**src/inc/cse_defs.svh**
```systemverilog
// constants for the capacitive sense external-control block
`ifndef CSE_DEFS_SVH
`define CSE_DEFS_SVH
`define CSE_CLK_HZ          50000000
`define CSE_TICK_HZ         1000
`define CSE_TICK_CYC        (`CSE_CLK_HZ / `CSE_TICK_HZ)
`define CSE_SHORT_MIN_MS    15
`define CSE_SHORT_MAX_MS    25
`define CSE_HALT_MIN_MS     50
`define CSE_PROX_ADD        4
`define CSE_ACT_ADD         10
`define CSE_SENSITIVITY_SCAN_CONFIG_BANK_RST       8'h00
`define CSE_B0_BASE_HI      7
`define CSE_B0_BASE_LO      6
`define CSE_B0_SCAN_HI      5
`define CSE_B0_SCAN_LO      4
`define CSE_B0_WAKE         3
`define CSE_SIG_PULSES      3
`define CSE_SIG_HALF_MS     2
`define CSE_CAP_TRIP        16'h0FFF
`define CSE_CNT_W           16
`endif

```
**src/inc/cse_pkg.sv**
```systemverilog
// types for the capacitive sense external-control block
package cse_pkg;
  typedef enum logic [1:0] {CSE_UI_ACTIVATION_MOVEMENT_INTERFACE, CSE_UI_MOVEMENT_INPUT_INTERFACE, CSE_UI_OTHER} cse_ui_t;
  typedef enum logic [1:0] {CSE_COM_I2C, CSE_COM_DIRECT, CSE_COM_STREAM} cse_com_t;
  typedef enum logic [1:0] {CSE_M_IDLE, CSE_M_XFER, CSE_M_DONE} cse_meas_t;
  typedef struct packed {
    logic [1:0] base_sel;
    logic [1:0] scan_sel;
    logic       wake_both;
    logic [2:0] sleep_sel;
  } cse_sensitivity_scan_config_bank_t;
  typedef struct packed {
    logic [15:0] counts;
    logic [15:0] long_term_average;
    logic [7:0]  prox_th;
    logic [7:0]  act_th;
    logic [7:0]  mov_th;
    logic        ac_double;
  } cse_sense_t;
endpackage : cse_pkg

```
**src/cse_pulse_timer.sv**
```systemverilog
// low-pulse timer on the multifunction pin or the sampled activation pin, using a millisecond tick
`timescale 1ns/1ps
`default_nettype none
`include "cse_defs.svh"
module cse_pulse_timer #(
  parameter int TICK_CYC = `CSE_TICK_CYC
) (
  // clock and reset
  input  wire logic       mclk,
  input  wire logic       rst,
  // pin sample
  input  wire logic       pin_low,
  input  wire logic       sample_en,
  // results
  output logic            short_pulse,
  output logic            halt_enter,
  output logic            halt_release
);
  typedef struct packed {
    logic [31:0] tick;
    logic [7:0]  ms;
    logic        halted;
    logic        shortp;
    logic        henter;
    logic        hrel;
  } cse_pt_state_t;
  cse_pt_state_t st_reg;
  cse_pt_state_t st_next;
  always_comb
  begin
    st_next        = st_reg;
    st_next.shortp = 1'b0;
    st_next.henter = 1'b0;
    st_next.hrel   = 1'b0;
    if (sample_en && pin_low)
    begin
      // count whole milliseconds while low
      if (st_reg.tick == 32'(TICK_CYC - 1))
      begin
        st_next.tick = '0;
        if (st_reg.ms != 8'hFF)
          st_next.ms = st_reg.ms + 8'h01;
        if (st_reg.ms + 8'h01 == 8'(`CSE_HALT_MIN_MS) && !st_reg.halted)
        begin
          st_next.halted = 1'b1;
          st_next.henter = 1'b1;
        end
      end
      else
        st_next.tick = st_reg.tick + 32'h1;
    end
    else
    begin
      // pulse ended: classify by length, others ignored
      if (st_reg.halted)
        st_next.hrel = 1'b1;
      else if (st_reg.ms > 8'(`CSE_SHORT_MIN_MS) && st_reg.ms < 8'(`CSE_SHORT_MAX_MS))
        st_next.shortp = 1'b1;
      st_next.tick   = '0;
      st_next.ms     = '0;
      st_next.halted = 1'b0;
    end
  end
  always_ff @(posedge mclk or posedge rst)
  begin
    if (rst)
      st_reg <= '0;
    else
      st_reg <= st_next;
  end
  assign short_pulse  = st_reg.shortp;
  assign halt_enter   = st_reg.henter;
  assign halt_release = st_reg.hrel;
endmodule : cse_pulse_timer
`default_nettype wire

```
**src/cse_ext_ctrl.sv**
```systemverilog
// external control, mode handoff, measurement and tuning of the sensor
`timescale 1ns/1ps
`default_nettype none
`include "cse_defs.svh"
module cse_ext_ctrl
  import cse_pkg::*;
#(
  parameter int TICK_CYC = `CSE_TICK_CYC,
  parameter int SAMPLE_PERIOD = 64
) (
  // clock and reset
  input  wire logic               mclk,
  input  wire logic               rst,
  // configuration
  input  wire cse_pkg::cse_ui_t   ui_sel,
  input  wire cse_pkg::cse_com_t  com_target,
  input  wire logic               cfg_switch_en,
  input  wire logic               input_feature_en,
  input  wire logic               input_is_reduce,
  input  wire logic               partial_tune_en,
  input  wire logic [15:0]        tune_target,
  input  wire logic [7:0]         prox_th_cfg,
  input  wire logic [7:0]         act_th_cfg,
  input  wire logic [7:0]         mov_th_cfg,
  // configuration register access
  input  wire logic               cfg_wr,
  input  wire logic [7:0]         cfg_wdata,
  output logic [7:0]              cfg_rdata,
  input  wire logic               i2c_window_close,
  // multifunction pin and activation pin
  input  wire logic               multifunction_pin_in,
  input  wire logic               activation_output_in,
  output logic                    activation_output,
  output logic                    activation_output_oe,
  output logic                    multifunction_pin_out,
  output logic                    multifunction_pin_oe,
  // sensing
  input  wire logic               activation_det,
  input  wire logic               event_active,
  input  wire logic               stream_bit,
  input  wire logic [15:0]        transfer_charge,
  // status
  output cse_pkg::cse_sense_t     sense,
  output cse_pkg::cse_com_t       com_mode,
  output logic                    halted,
  output logic                    reduce_sens,
  output logic [1:0]              tune_coarse,
  output logic [3:0]              tune_fine,
  output logic [7:0]              tune_comp,
  output logic [1:0]              scan_period,
  output logic                    idle_scan
);
  import cse_pkg::*;
  localparam int SIG_HALF = `CSE_SIG_HALF_MS * TICK_CYC;
  typedef struct packed {
    cse_sensitivity_scan_config_bank_t  sensitivity_scan_config_bank;
    cse_com_t    com;
    cse_meas_t   meas;
    logic [15:0] collect;
    logic [15:0] xfers;
    cse_sense_t  sn;
    logic        halt;
    logic        act_saved;
    logic        act_restore;
    logic        act;
    logic        reduce;
    logic [1:0]  coarse;
    logic [3:0]  fine;
    logic [7:0]  comp;
    logic [7:0]  samp;
    logic [2:0]  sig_cnt;
    logic [31:0] sig_tmr;
    logic        sig_lvl;
    logic        clk_lvl;
    logic        idle;
    logic [7:0]  rdata;
    logic        pin_low_s;
  } cse_state_t;
  cse_state_t st_reg;
  cse_state_t st_next;
  logic pin_in_sel;
  logic sample_en;
  logic act_slot;
  logic short_pulse;
  logic halt_enter;
  logic halt_release;
  // ---------------------------------------------------------------
  // helpers
  // ---------------------------------------------------------------
  function automatic logic [7:0] cse_sat_add(input logic [7:0] a, input logic [7:0] b);
    logic [8:0] s;
    s = {1'b0, a} + {1'b0, b};
    cse_sat_add = s[8] ? 8'hFF : s[7:0];
  endfunction : cse_sat_add
  function automatic logic [15:0] cse_absdiff(input logic [15:0] a, input logic [15:0] b);
    cse_absdiff = (a > b) ? a - b : b - a;
  endfunction : cse_absdiff
  // ---------------------------------------------------------------
  // input pin selection and sampling
  // ---------------------------------------------------------------
  always_comb
  begin
    pin_in_sel = 1'b0;
    sample_en  = 1'b0;
    act_slot   = 1'b0;
    if (ui_sel == CSE_UI_ACTIVATION_MOVEMENT_INTERFACE && input_feature_en)
    begin
      // pin is only released in a slot; the level read there is held until the next
      act_slot   = (st_reg.samp == 8'h00) || st_reg.halt;
      pin_in_sel = act_slot ? !activation_output_in : st_reg.pin_low_s;
      sample_en  = 1'b1;
    end
    else if (ui_sel == CSE_UI_MOVEMENT_INPUT_INTERFACE)
    begin
      pin_in_sel = !multifunction_pin_in;
      sample_en  = 1'b1;
    end
  end
  cse_pulse_timer #(
    .TICK_CYC     (TICK_CYC)
  ) u_timer (
    .mclk         (mclk),
    .rst          (rst),
    .pin_low      (pin_in_sel),
    .sample_en    (sample_en || !pin_in_sel),
    .short_pulse  (short_pulse),
    .halt_enter   (halt_enter),
    .halt_release (halt_release)
  );
  // ---------------------------------------------------------------
  // next state
  // ---------------------------------------------------------------
  always_comb
  begin
    logic reduce_req;
    logic soft_rst;
    logic [15:0] diff;
    reduce_req = ui_sel == CSE_UI_MOVEMENT_INPUT_INTERFACE && input_is_reduce;
    soft_rst   = halt_release;
    diff       = '0;
    st_next    = st_reg;
    st_next.samp = (st_reg.samp == 8'(SAMPLE_PERIOD - 1)) ? 8'h00 : st_reg.samp + 8'h01;
    st_next.pin_low_s = pin_in_sel && ui_sel == CSE_UI_ACTIVATION_MOVEMENT_INTERFACE;
    // configuration write, always reachable while in polling mode
    if (cfg_wr && st_reg.com == CSE_COM_I2C)
      st_next.sensitivity_scan_config_bank = cfg_wdata;
    st_next.rdata = st_reg.sensitivity_scan_config_bank;
    // mode handoff
    if (cfg_switch_en && i2c_window_close && st_reg.com == CSE_COM_I2C)
      st_next.com = com_target;
    // short pulses
    if (short_pulse)
    begin
      if (reduce_req)
        st_next.reduce = !st_reg.reduce;
      else
        st_next.sn.long_term_average = st_reg.sn.counts;
    end
    // thresholds with optional reduction
    st_next.sn.prox_th   = st_reg.reduce ? cse_sat_add(prox_th_cfg, 8'(`CSE_PROX_ADD))
                                         : prox_th_cfg;
    st_next.sn.act_th    = st_reg.reduce ? cse_sat_add(act_th_cfg, 8'(`CSE_ACT_ADD))
                                         : act_th_cfg;
    st_next.sn.mov_th    = mov_th_cfg;
    st_next.sn.ac_double = st_reg.reduce;
    // halt and soft reset
    if (halt_enter && !reduce_req)
    begin
      st_next.halt      = 1'b1;
      st_next.act_saved = st_reg.act;
      st_next.meas      = CSE_M_IDLE;
    end
    if (soft_rst && st_reg.halt)
    begin
      st_next.halt        = 1'b0;
      st_next.act         = st_reg.act_saved;
      st_next.act_restore = 1'b1;
      st_next.coarse      = '0;
      st_next.fine        = '0;
      st_next.comp        = '0;
      st_next.sig_cnt     = 3'(`CSE_SIG_PULSES * 2);
      st_next.sig_tmr     = '0;
    end
    // measurement by charge transfer
    if (!st_reg.halt)
    begin
      unique case (st_reg.meas)
        CSE_M_IDLE:
        begin
          st_next.collect = '0;
          st_next.xfers   = '0;
          st_next.meas    = CSE_M_XFER;
        end
        CSE_M_XFER:
        begin
          st_next.collect = st_reg.collect + transfer_charge + 16'({st_reg.comp, 8'h00} >> 8);
          st_next.xfers   = st_reg.xfers + 16'h0001;
          if (st_next.collect >= `CSE_CAP_TRIP)
            st_next.meas = CSE_M_DONE;
        end
        CSE_M_DONE:
        begin
          st_next.sn.counts = st_reg.xfers;
          st_next.meas      = CSE_M_IDLE;
          // recalibration after soft reset clears restored state
          if (st_reg.act_restore)
          begin
            st_next.sn.long_term_average      = st_reg.xfers;
            st_next.act_restore = 1'b0;
            st_next.act_saved   = 1'b0;
          end
          // tuning: the multiplier loads base_sel in both modes; partial mode keeps fine fixed
          if (!partial_tune_en)
            st_next.coarse = st_reg.sensitivity_scan_config_bank.base_sel;
          else
            st_next.coarse = st_reg.sensitivity_scan_config_bank.base_sel;
          // compensation adds charge per transfer, so more of it lowers the counts
          if (st_reg.xfers > tune_target && st_reg.comp != 8'hFF)
            st_next.comp = st_reg.comp + 8'h01;
          else if (st_reg.xfers < tune_target && st_reg.comp != 8'h00)
            st_next.comp = st_reg.comp - 8'h01;
          else if (!partial_tune_en && st_reg.comp == 8'hFF && st_reg.fine != 4'hF)
            st_next.fine = st_reg.fine + 4'h1;
          // scan direction
          diff = cse_absdiff(st_reg.xfers, st_reg.sn.long_term_average);
          if (activation_det)
            st_next.idle = 1'b1;
          else if (st_reg.sensitivity_scan_config_bank.wake_both && diff > {8'h00, st_reg.sn.prox_th})
            st_next.idle = 1'b1;
          else
            st_next.idle = 1'b0;
        end
        default:
          st_next.meas = CSE_M_IDLE;
      endcase
      if (!st_reg.act_restore)
        st_next.act = activation_det;
    end
    // signature pulses after any reset
    if (st_reg.sig_cnt != 3'd0)
    begin
      if (st_reg.sig_tmr == 32'(SIG_HALF - 1))
      begin
        st_next.sig_tmr = '0;
        st_next.sig_lvl = !st_reg.sig_lvl;
        st_next.sig_cnt = st_reg.sig_cnt - 3'd1;
      end
      else
        st_next.sig_tmr = st_reg.sig_tmr + 32'h1;
    end
    else
      st_next.sig_lvl = 1'b0;
    // event clock for streaming
    if (st_reg.com == CSE_COM_STREAM && event_active)
      st_next.clk_lvl = !st_reg.clk_lvl;
  end
  // ---------------------------------------------------------------
  // state register
  // ---------------------------------------------------------------
  always_ff @(posedge mclk or posedge rst)
  begin
    if (rst)
    begin
      st_reg         <= '0;
      st_reg.sensitivity_scan_config_bank   <= `CSE_SENSITIVITY_SCAN_CONFIG_BANK_RST;
      st_reg.sig_cnt <= 3'(`CSE_SIG_PULSES * 2);
    end
    else
      st_reg <= st_next;
  end
  // ---------------------------------------------------------------
  // output registers
  // ---------------------------------------------------------------
  always_ff @(posedge mclk or posedge rst)
  begin
    if (rst)
    begin
      activation_output     <= 1'b0;
      activation_output_oe  <= 1'b0;
      multifunction_pin_out <= 1'b0;
      multifunction_pin_oe  <= 1'b0;
      cfg_rdata             <= 8'h00;
      sense                 <= '0;
      com_mode              <= CSE_COM_I2C;
      halted                <= 1'b0;
      reduce_sens           <= 1'b0;
      tune_coarse           <= 2'h0;
      tune_fine             <= 4'h0;
      tune_comp             <= 8'h00;
      scan_period           <= 2'h0;
      idle_scan             <= 1'b0;
    end
    else
    begin
      // pins pulse together during signature, else follow mode
      activation_output     <= (st_next.sig_cnt != 3'd0) ? st_next.sig_lvl :
                               (st_next.com == CSE_COM_STREAM) ? stream_bit : st_next.act;
      activation_output_oe  <= !(ui_sel == CSE_UI_ACTIVATION_MOVEMENT_INTERFACE && input_feature_en
                                 && (st_next.samp == 8'h00 || st_next.halt));
      multifunction_pin_out <= (st_next.sig_cnt != 3'd0) ? st_next.sig_lvl :
                               (st_next.com == CSE_COM_STREAM) ? st_next.clk_lvl : 1'b0;
      multifunction_pin_oe  <= ui_sel != CSE_UI_MOVEMENT_INPUT_INTERFACE;
      cfg_rdata             <= st_next.rdata;
      sense                 <= st_next.sn;
      com_mode              <= st_next.com;
      halted                <= st_next.halt;
      reduce_sens           <= st_next.reduce;
      tune_coarse           <= st_next.coarse;
      tune_fine             <= st_next.fine;
      tune_comp             <= st_next.comp;
      scan_period           <= st_next.sensitivity_scan_config_bank.scan_sel;
      idle_scan             <= st_next.idle;
    end
  end
endmodule : cse_ext_ctrl
`default_nettype wire

```
**config.mk**
```make
export PLATFORM = sky130hd
export DESIGN_NAME = cse_ext_ctrl
export DESIGN_NICKNAME = d
export VERILOG_FILES = /design/src/inc/cse_pkg.sv /design/src/cse_pulse_timer.sv /design/src/cse_ext_ctrl.sv
export VERILOG_INCLUDE_DIRS = /design/src /design/src/inc
export SDC_FILE = /design/constraint.sdc
export NUM_CORES = 1
export LEC_CHECK = 0
export BUFFER_PORTS_ARGS = -buffer_cell sky130_fd_sc_hd__buf_2
export CAP_MARGIN = 5
export CORE_MARGIN = 5
export CORE_UTILIZATION = 47
export CTS_CLUSTER_DIAMETER = 50
export DETAILED_ROUTE_END_ITERATION = 8
export PLACE_DENSITY_LB_ADDON = 0.08
export SKIP_CTS_REPAIR_TIMING = 1
export SYNTH_ARGS = -nofsm -noshare
export SYNTH_HDL_FRONTEND = slang
export SYNTH_SLANG_ARGS = --single-unit
```
**constraint.sdc**
```tcl
create_clock -name mclk -period 11.1 [get_ports mclk]
set_input_delay 2.22 -clock mclk [delete_from_list [all_inputs] [get_ports mclk]]
set_output_delay 2.22 -clock mclk [all_outputs]
set_load 0.005 [all_outputs]
```
==> key figures, run 1 <==
Clock tree
  – Root Buffer: clkbuf_16
  – Cts bufs inserted: 29
  – CTS tree: yes
  – Htree depth: 1
  – Clock-pin slew on the worst setup and hold paths: 60 ps
  – Max Buffers Root-to-Sink: 3
  – Clock latency on the worst-skew pair: roughly 540 ps
  – Clk sinks: approximately 220

Floorplan
  – Initial Util: 47.9%
  – Cell Rows: 62
  – Number of I/O pins: ~170
  – DIE AREA: around 0.033 mm^2
  – DIE WIDTH: 181 um
  – Die height: roughly 180 um
  – Core area: around 0.029 mm^2

STA
  – Relative slew slack: approximately 23%
  – Final Skew: approximately 10 ps
  – Final worst path period share: a little under half
  – Worst slew pin tran: around 1200 ps
  – Max Slew Vio Count: 0
  – Max Freq: about 200 MHz
  – Setup ws final: 6040 ps
  – RSZ-0062 raised after global routing: false
  – Final worst path period need: 5060 ps
  – Fin. Hold Viols: 0
  – Setup TNS: 0 ps
  – Setup Viol. Count Final: 0

Logic synthesis
  – Syn_area_per_cell: around 9 um^2
  – Sequential share of the synthesized area: 40.4%
  – #FFs+latches synth: roughly 220
  – Syn Nets: roughly 1700
  – Post-synth EDFFs: 0
  – Commonest cells in the synthesized netlist: 221 x dfrtp_1, 175 x nand2_1, 111 x nor2_1
  – Post-synthesis cell type with the largest combined area: dfrtp_1
  – Largest cells by area after synthesis: dfrtp_1 40%, ha_1 8.3%, nand2_1 4.8%, o21ai_0 3.8%, buf_4 3.3%
  – Synth top area share: 40.0%
  – Cell count after synthesis: 1515
  – Yosys Warn Count: 0
  – Top FF cell, synth: dfrtp_1
  – Ys async rst share: 100%
  – Yosys cell types: 73
  – Post-Syn Area: 0.0138 mm^2
  – Most frequent cell after synthesis: dfrtp_1

Global routing
  – First-pass GRT wire length: ~55000 um
  – Number of global-route vias before repair: approximately 11000
  – Largest net degree at the start of global routing: 110
  – GRT Util Overall: between 10% and 20%
  – Gr ovfl total: 0
  – Initial antenna violation count: 2

Critical path
  – Startpoint types: input pin
  – Worst EP arrival: roughly 5500 ps
  – CP Capture Type: flip-flop
  – Type of the worst setup path: in -> reg
  – Crit-path max FO: 3
  – Crit path required time: 11530 ps

Detailed routing
  – DRC violations left: 0
  – Initial DRC count: 817
  – Vias per cell: 5.43
  – TritonRoute pass-1 iters: 5
  – Vias: roughly 11000
  – Wire length per cell: 16.6 um
  – Antenna Nets Post-Route: 0
  – DRT Wirelength: around 33000 um

Layout
  – Layout cells sized above 1: approximately 16%
  – Final core utilization: between 50% and 60%
  – Final nets: about 1800
  – Largest register FFs: 83
  – Layout area overhead: 13.1%

Placement
  – DP Worst Slack: 5510 ps
  – Gpl congestion: 0.909
  – Post-DP HPWL: 24400 um
  – Port Buffers: between 150 and 200

Hold path
  – Hold Path Class: reg -> reg

Job
  – Max-cap check violation count: 0

Power and ir drop
  – Pleak: approximately 0.0074 uW
  – Pwr dens: between 150 and 200 mW/mm^2
  – Maximum VDD drop: 0.138 mV

Status
  – Outcome: complete, no violations
-- through the flow --
step / total power (uW) / std cells / instance area [um^2] / hold slack, ps
5_1_grt: 3300 / 2021 / 15600 / 400
6_report: 3090 / 2021 / 15600 / 380
3_3_place_gp: 2060 / 1966 / 14600 / 359
4_1_cts: 3120 / 2019 / 15600 / 380
3_5_place_dp: 2080 / 1966 / 14600 / 366
2_1_floorplan: 1840 / 1515 / 13800 / 350
-- routing by layer --
layer | track usage (%) | routed length [um] | vias to the layer above
met5 | 0 | 0 | -
met4 | 4.44 | 575 | 0
met3 | 2.58 | 1550 | 37
met2 | 32.1 | 15500 | 250
met1 | 28.4 | 15800 | 5266
li1 | - | - | 5431
-- cell type report --
class / count / area [um^2]
fill: 2728 / 13200
timing repair buffer: 178 / 911
multi-input combinational: 1093 / 7240
inverter: 88 / 338
clock inverter: 16 / 246
antenna: 2 / 5.00
clock buffer: 37 / 816
tap: 384 / 480
sequential: 223 / 5580
-- cell families (layout without fill, tap and decap cells) --
| kind of cell | count (synthesis) | in the layout | share of synthesized area [%] |
|---|---|---|---|
| AO/OA/AOI/OAI | 305 | 305 | 13.8 |
| XOR/XNOR | 98 | 98 | 6.21 |
| adder cells (fa/ha/maj) | 103 | 103 | 9.93 |
| buffers and inverters | 199 | 319 | 7.22 |
| flip-flops | 223 | 223 | 40.4 |
| multiplexers | 44 | 44 | 3.37 |
| other | 0 | 2 | 0 |
| AND/OR/NAND/NOR | 543 | 543 | 19.0 |
-- critical path, stage by stage --
cell	delay (ps)
buf_2	120
fa_1	470
ha_1	260
fa_1	450
a211oi_1	340
o21ai_1	130
a31oi_1	250
o21bai_1	130
nor3b_1	150
nor3_1	240
o31ai_1	100
or3_1	380
a32o_1	220
-- where the power goes --
| part | leakage, uW | switching [uW] | internal [uW] | total, uW |
|---|---|---|---|---|
| Sequential | 0.00289 | 127 | 904 | 1030 |
| Clock | 0.000509 | 362 | 656 | 1020 |
| Combinational | 0.00405 | 602 | 439 | 1040 |
| Total | 0.00745 | 1090 | 2000 | 3090 |
-- final timing paths --
path	startpoint	to	slack (ps)	cells after the start
min in group asynchronous	rst	st_reg[155]$_DFFE_PP0P_	1820	2
min	st_next[2]$_DFFE_PP0P_	cfg_rdata[1]$_DFF_PP0_	380	0
max in group asynchronous	rst	sense[27]$_DFF_PP0_	7950	3
min reg2reg	st_next[2]$_DFFE_PP0P_	cfg_rdata[1]$_DFF_PP0_	380	0
max	transfer_charge[1]	st_reg[164]$_DFF_PP0_	6040	13
max reg2reg	st_reg[131]$_DFFE_PP0P_	idle_scan$_DFFE_PP0P_	6600	19
-- layout by cell type, fill, tap and decap left out, types with 29 or more instances in the layout --
cell type,count
xor2_1,49
nand3_1,64
nand4_1,33
clkbuf_16,29
and3_1,34
nand2_1,175
buf_2,170
dfrtp_1,221
ha_1,92
xnor2_1,49
a21oi_1,58
nor2_1,111
o21ai_0,104
mux2i_1,30
inv_1,86
Note: power is estimated with default switching activity, not from simulation.
==> run 2: changes to the inputs <==
Clock period 11.1 ns to 4.5 ns, I/O delays scaled along.
==> run 2 against run 1 <==
Global-route usage up 0.63 points; via count down 0.53%; critical path depth increased by 8; clock skew up 5.0 ps; cell area down 0.45%; total power up 140%; sequential power rose by 140%; count of clock-buffer cells in the layout up 1; non-clock buffer count is 9 higher; critical endpoint is now idle_scan$_DFFE_PP0P_.
==> key figures, run 2 (synthesis results as in run 1) <==
Detailed routing
  – Wire length per cell: 16.7 um (+0.67%)
  – Antenna Nets Post-Route: 0 (unchanged)
  – Vias: 10900 (-0.53%)
  – DRC violations left: 0 (unchanged)
  – DRT Wirelength: 33800 um (+0.87%)
  – Initial DRC count: 691 (-15%)
  – TritonRoute pass-1 iters: 5 (unchanged)
  – Vias per cell: 5.40 (-0.72%)

Floorplan
  – Cell Rows: 62 (unchanged)
  – Die height: 181 um (unchanged)
  – DIE WIDTH: 181 um (unchanged)
  – DIE AREA: 0.0329 mm^2 (unchanged)
  – Core area: 0.0289 mm^2 (unchanged)
  – Number of I/O pins: 171 (unchanged)
  – Initial Util: 47.9% (unchanged)

STA
  – Final worst path period need: 4180 ps
  – Relative slew slack: 24.2% (+1.7 points)
  – Max Freq: between 200 and 250 MHz
  – Final worst path period share: ~93%
  – Setup TNS: 0 ps (unchanged)
  – Worst slew pin tran: 1130 ps (-25.6 ps)
  – Final Skew: 15.2 ps (+4.97 ps)
  – Setup Viol. Count Final: 0 (unchanged)
  – RSZ-0062 raised after global routing: false
  – Fin. Hold Viols: 0 (unchanged)
  – Max Slew Vio Count: 0 (unchanged)

Global routing
  – Number of global-route vias before repair: 10900 (+3.0%)
  – GRT Util Overall: 20.4% (+0.63 points)
  – First-pass GRT wire length: 56600 um (+3.2%)
  – Largest net degree at the start of global routing: 145 (+32%)
  – Initial antenna violation count: 0 (-2)
  – Gr ovfl total: 0 (unchanged)

Power and ir drop
  – Clock Power Share: 30.1% (-2.9 points)
  – Total internal power: 4690 uW (+130%)
  – NetSw: 2660 uW (+140%)
  – Maximum VDD drop: 0.439 mV (+220%)
  – Pwr dens: 472 mW/mm^2 (+140%)
  – Seq pwr share: 33.8% (+0.4 points)
  – Net Sw Frac: 36.2% (+0.93 points)
  – Pleak: 0.00744 uW (about the same)
  – Comb power frac: 36.1% (+2.4 points)

Layout
  – Commonest non-fill, non-tap cell in the layout: dfrtp_1
  – Layout area overhead: 12.6%
  – Commonest non-fill, non-tap cells in the layout: 221 x dfrtp_1, 175 x nand2_1, 170 x buf_2
  – # diodes: 0 (-2)
  – Final core utilization: 53.9% (-0.24 points)
  – Layout cells sized above 1: 16.3% (+0.12 points)
  – Largest register FFs: 83 (unchanged)
  – Final nets: 1806 (+0.50%)

Critical path
  – CP Capture Type: flip-flop
  – Startpoint types: flip-flop
  – Slowest stage cell, crit path: dfrtp_1
  – Crit-path cells: inv_1 -> ha_1 -> inv_1 -> fa_1 -> nand3_1 -> a21oi_1 -> o31a_1 -> o31ai_4 -> buf_4 -> nor2_1 -> a21oi_1 -> xor2_1 -> ha_1 -> a21o_1 -> a21o_1 -> a21oi_1 -> o21ai_0 -> o21ai_0 -> nand3_1 -> nor4_1 -> a21oi_1
  – Crit-path max FO: 7 (+4)
  – Crit-path max cell delay: 450 ps (-20 ps)
  – Crit path top cell by count: a21oi_1
  – Crit path required time: 4910 ps (-6620 ps)
  – Worst EP arrival: 4590 ps (-890 ps)
  – Type of the worst setup path: reg -> reg

Clock tree
  – CTS tree: yes
  – Cts bufs inserted: 29 (unchanged)
  – Root Buffer: clkbuf_16
  – Clock latency on the worst-skew pair: 540 ps (about the same)
  – Max Buffers Root-to-Sink: 3 (unchanged)
  – Clk sinks: 223 (unchanged)
  – Htree depth: 1 (unchanged)
  – Clock-pin slew on the worst setup and hold paths: 60 ps (about the same)

Job
  – Max-cap check violation count: 0 (unchanged)

Placement
  – Port Buffers: 170 (unchanged)
  – Gpl congestion: 0.910 (about the same)
  – Post-DP HPWL: 24800 um (+1.4%)

Status
  – Outcome: complete, no violations

Hold path
  – Hold Path Class: reg -> reg
run 2: final cells by class:
class / count / area, um^2
fill: 2694 / 13300
multi-input combinational: 1093 / 7240
sequential: 223 / 5580
timing repair buffer: 187 / 991
clock buffer: 38 / 800
tap: 384 / 480
inverter: 88 / 334
clock inverter: 12 / 121
run 2: worst paths after layout:
kind                                          from                     end  slack (ps)  cells past startpoint
setup reg to reg           st_reg[131]$_DFFE_PP0P_   idle_scan$_DFFE_PP0P_         320                     21
max in group asynchronous                      rst     sense[40]$_DFF_PP0_        3280                      3
hold reg to reg             st_next[1]$_DFFE_PP0P_  cfg_rdata[0]$_DFF_PP0_         380                      0
setup / recovery           st_reg[131]$_DFFE_PP0P_   idle_scan$_DFFE_PP0P_         320                     21
hold / removal              st_next[1]$_DFFE_PP0P_  cfg_rdata[0]$_DFF_PP0_         380                      0
min in group asynchronous                      rst  st_reg[18]$_DFFE_PP0P_         530                      3
run 2: layer usage:
metal	up-vias	routed length, um	track usage [%]	share of wire [%]
met5	-	0	0	0
met4	0	643	4.50	1.9
met3	40	1360	2.74	4.0
met2	225	15600	33.2	46
met1	5211	16100	29.2	48
li1	5450	-	-	-
run 2: critical path, delay by kind of cell (launching register included):
family / cells / cell delay (ps)
AOI/OAI and AO/OA: 10 / 1810
buffers and inverters: 3 / 360
DFF: 1 / 450
xor gates and xnor gates: 1 / 100
adders and majority gates: 3 / 750
and+or+nand+nor: 4 / 560
run 2: power groups by stage:
stage	combinational (uW)	sequential, uW	clock (uW)
final	2650	2480	2210
after global routing	2990	2520	2360
after CTS	2650	2480	2280
after detailed placement	2630	2510	0
after global placement	2620	2510	0
after floorplan	2100	2440	0
run 2: stage by stage:
| stage | hold slack (ps) | worst slack, ps | std cells | area (um^2) | total power, uW |
|---|---|---|---|---|---|
| floorplan | 350 | 662 | 1515 | 13800 | 4540 |
| global placement | 356 | 350 | 1973 | 14600 | 5120 |
| detailed placement | 367 | 242 | 1973 | 14600 | 5150 |
| CTS | 382 | 317 | 2023 | 15500 | 7410 |
| global route | 395 | 7.25 | 2025 | 15600 | 7870 |
| finish | 380 | 317 | 2025 | 15600 | 7350 |
==> run 3: changes to the inputs <==
Settings changed: PLACE_DENSITY_LB_ADDON 0.08 to 0.1, SLEW_MARGIN set to 40.
Clock period 4.5 ns to 3.99 ns, I/O delays scaled along.
==> run 3 against run 2 <==
Clock power rose by 21%; non-clock buffer count rose by 35; count of clock-buffer cells in the layout rose by 7; sequential power rose by 12%; cell area rose by 2.5%; register-to-register slack got worse by 110 ps; clock skew rose by 2.2 ps; global-route usage rose by 0.067 points; total power rose by 18%; via count rose by 2.0%; combinational power rose by 22%; sequential cell count did not move; critical endpoint unchanged; largest cell class unchanged; highest routed layer unchanged.
==> key figures, run 3 (synthesis results as in run 1) <==
Status
  – Outcome: complete, no violations

Global routing
  – Met3 GRT Util: 2.94% (+0.20 points)
  – Gr ovfl total: 0 (unchanged)
  – Gr busiest metal: met2
  – Largest net degree at the start of global routing: 131 (-9.7%)
  – GR Layer Usage met2: 33.3% (+0.045 points)
  – First-pass GRT wire length: 56800 um (+0.30%)
  – Number of global-route vias before repair: 10900 (-0.58%)
  – Initial antenna violation count: 0 (unchanged)
  – GRT Util Overall: 20.5% (+0.067 points)
  – Met1 Use GR: 29.8% (+0.58 points)

STA
  – Max Slew Vio Count: 0 (unchanged)
  – Final Skew: 17.4 ps (+2.19 ps)
  – Max Freq: 264 MHz (+11%)
  – Setup ws final: 209 ps (-108 ps)
  – Fin. Hold Viols: 0 (unchanged)
  – Worst hold slack: 352 ps (-27.7 ps)
  – Final worst path period share: 94.8% (+1.8 points)
  – Relative slew slack: 50.4% (+26 points)
  – Setup Viol. Count Final: 0 (unchanged)
  – Worst slew pin tran: 743 ps (-391 ps)
  – RSZ-0062 raised after global routing: false
  – Final worst path period need: 3780 ps (-402 ps)

Critical path
  – Crit path required time: 4400 ps (-510 ps)
  – CP Capture Type: flip-flop
  – Startpoint types: flip-flop
  – Worst EP arrival: 4190 ps (-400 ps)
  – Crit-path max FO: 8 (+1)
  – Worst r2r src: st_reg[131]$_DFFE_PP0P_
  – Type of the worst setup path: reg -> reg
  – Critical Path Source: st_reg[131]$_DFFE_PP0P_

Layout
  – Final core utilization: 55.3% (+1.4 points)
  – Largest register FFs: 83 (unchanged)
  – # fillers: 2709 (+0.56%)
  – Commonest non-fill, non-tap cells in the layout: 221 x dfrtp_1, 175 x nand2_1, 170 x buf_2
  – Final nets: 1843 (+2.0%)
  – Commonest non-fill, non-tap cell in the layout: dfrtp_1
  – Layout cells sized above 1: 18.5% (+2.3 points)
  – Layout area overhead: 15.4%
  – # diodes: 0 (unchanged)

Floorplan
  – Number of I/O pins: 171 (unchanged)
  – Core area: 0.0289 mm^2 (unchanged)
  – DIE WIDTH: 181 um (unchanged)
  – DIE AREA: 0.0329 mm^2 (unchanged)
  – Initial Util: 47.9% (unchanged)
  – Die height: 181 um (unchanged)
  – Cell Rows: 62 (unchanged)

Placement
  – Port Buffers: 170 (unchanged)
  – Gpl congestion: 0.907 (-0.35%)
  – DP Worst Slack: -76.3 ps (-318 ps)
  – Post-DP HPWL: 25300 um (+2.1%)

Detailed routing
  – Vias per cell: 5.40 (about the same)
  – DRT Wirelength: 34300 um (+1.5%)
  – TritonRoute pass-1 iters: 5 (unchanged)
  – Initial DRC count: 712 (+3.0%)
  – DRC violations left: 0 (unchanged)
  – Vias: 11100 (+2.0%)
  – Wire length per cell: 16.6 um (-0.47%)
  – Antenna Nets Post-Route: 0 (unchanged)

Clock tree
  – Root Buffer: clkbuf_16
  – CTS tree: yes
  – Cts bufs inserted: 31 (+6.9%)
  – Clock latency on the worst-skew pair: 550 ps (about the same)
  – Max Buffers Root-to-Sink: 3 (unchanged)
  – Htree depth: 1 (unchanged)
  – Clk sinks: 223 (unchanged)
  – Clock-pin slew on the worst setup and hold paths: 60 ps (about the same)

Hold path
  – Critical hold path startpoint: mov_th_cfg[0]
  – Hold Path Class: in -> reg

Power and ir drop
  – Final Power: 8670 uW (+18%)
  – Pwr dens: 544 mW/mm^2 (+15%)
  – Maximum VDD drop: 0.385 mV (-12%)
  – Pleak: 0.00767 uW (+3.1%)

Job
  – Max-cap check violation count: 0 (unchanged)
## run 3: cell count changes in the layout (fill, tap and decap cells not counted), sizes merged
cell / before / now
clkbuf: 38 / 45
buf: 187 / 222
clkinv: 8 / 5
bufinv: 2 / 1
clkinvlp: 1 / 2
inv: 89 / 91
## run 3: metal layers
metal,vias up,share of wire (%)
li1,5521,-
met1,5385,48
met2,213,47
met3,28,4.7
met4,0,0.92
met5,-,0
## run 3: area by class of cell
| type | count | area [um^2] | share of cell area [%] |
|---|---|---|---|
| multi-input cells | 1093 | 7260 | 45.5 |
| repair buffers | 222 | 1270 | 7.94 |
| flip-flops and latches | 223 | 5580 | 35.0 |
| inverters | 88 | 334 | 2.10 |
| clock buffers | 45 | 918 | 5.76 |
| well taps | 384 | 480 | 3.01 |
| clock inverters | 11 | 101 | 0.636 |
## run 3: critical path: stages, from the launching register on
cell,delay (ps)
dfrtp_1,370
inv_1,90
ha_2,190
inv_1,50
fa_2,350
nand3_1,100
a21oi_1,100
o31a_1,310
o31a_4,420
mux2_2,290
ha_1,280
nor2b_1,130
o21ai_0,130
nand2b_1,70
a21oi_1,130
o21ai_0,80
o21ai_1,150
nand3_1,130
nor4_2,170
a21oi_1,100
## run 3: metrics by stage
stage / std cells / setup TNS, ps / cell area, um^2
global placement: 2008 / -17.0 / 14900
detailed placement: 2008 / -76.3 / 14900
floorplan: 1515 / 0 / 13800
global route: 2066 / 0 / 15900
CTS: 2064 / 0 / 15900
finish: 2066 / 0 / 15900
## run 3: worst paths after layout
path,endpoint,cells after the start,slack (ps)
min,sense[1]$_DFF_PP0_,1,350
max,idle_scan$_DFFE_PP0P_,19,210
min in group asynchronous,st_reg[14]$_DFFE_PP0P_,3,420
max reg2reg,idle_scan$_DFFE_PP0P_,19,210
max in group asynchronous,sense[48]$_DFFE_PP0P_,3,2950
min reg2reg,cfg_rdata[0]$_DFF_PP0_,0,370
## run 3: power breakdown
part           internal (uW)  switching [uW]
registers               2520             252
clock network           1660            1020
logic                   1380            1840
total                   5560            3110
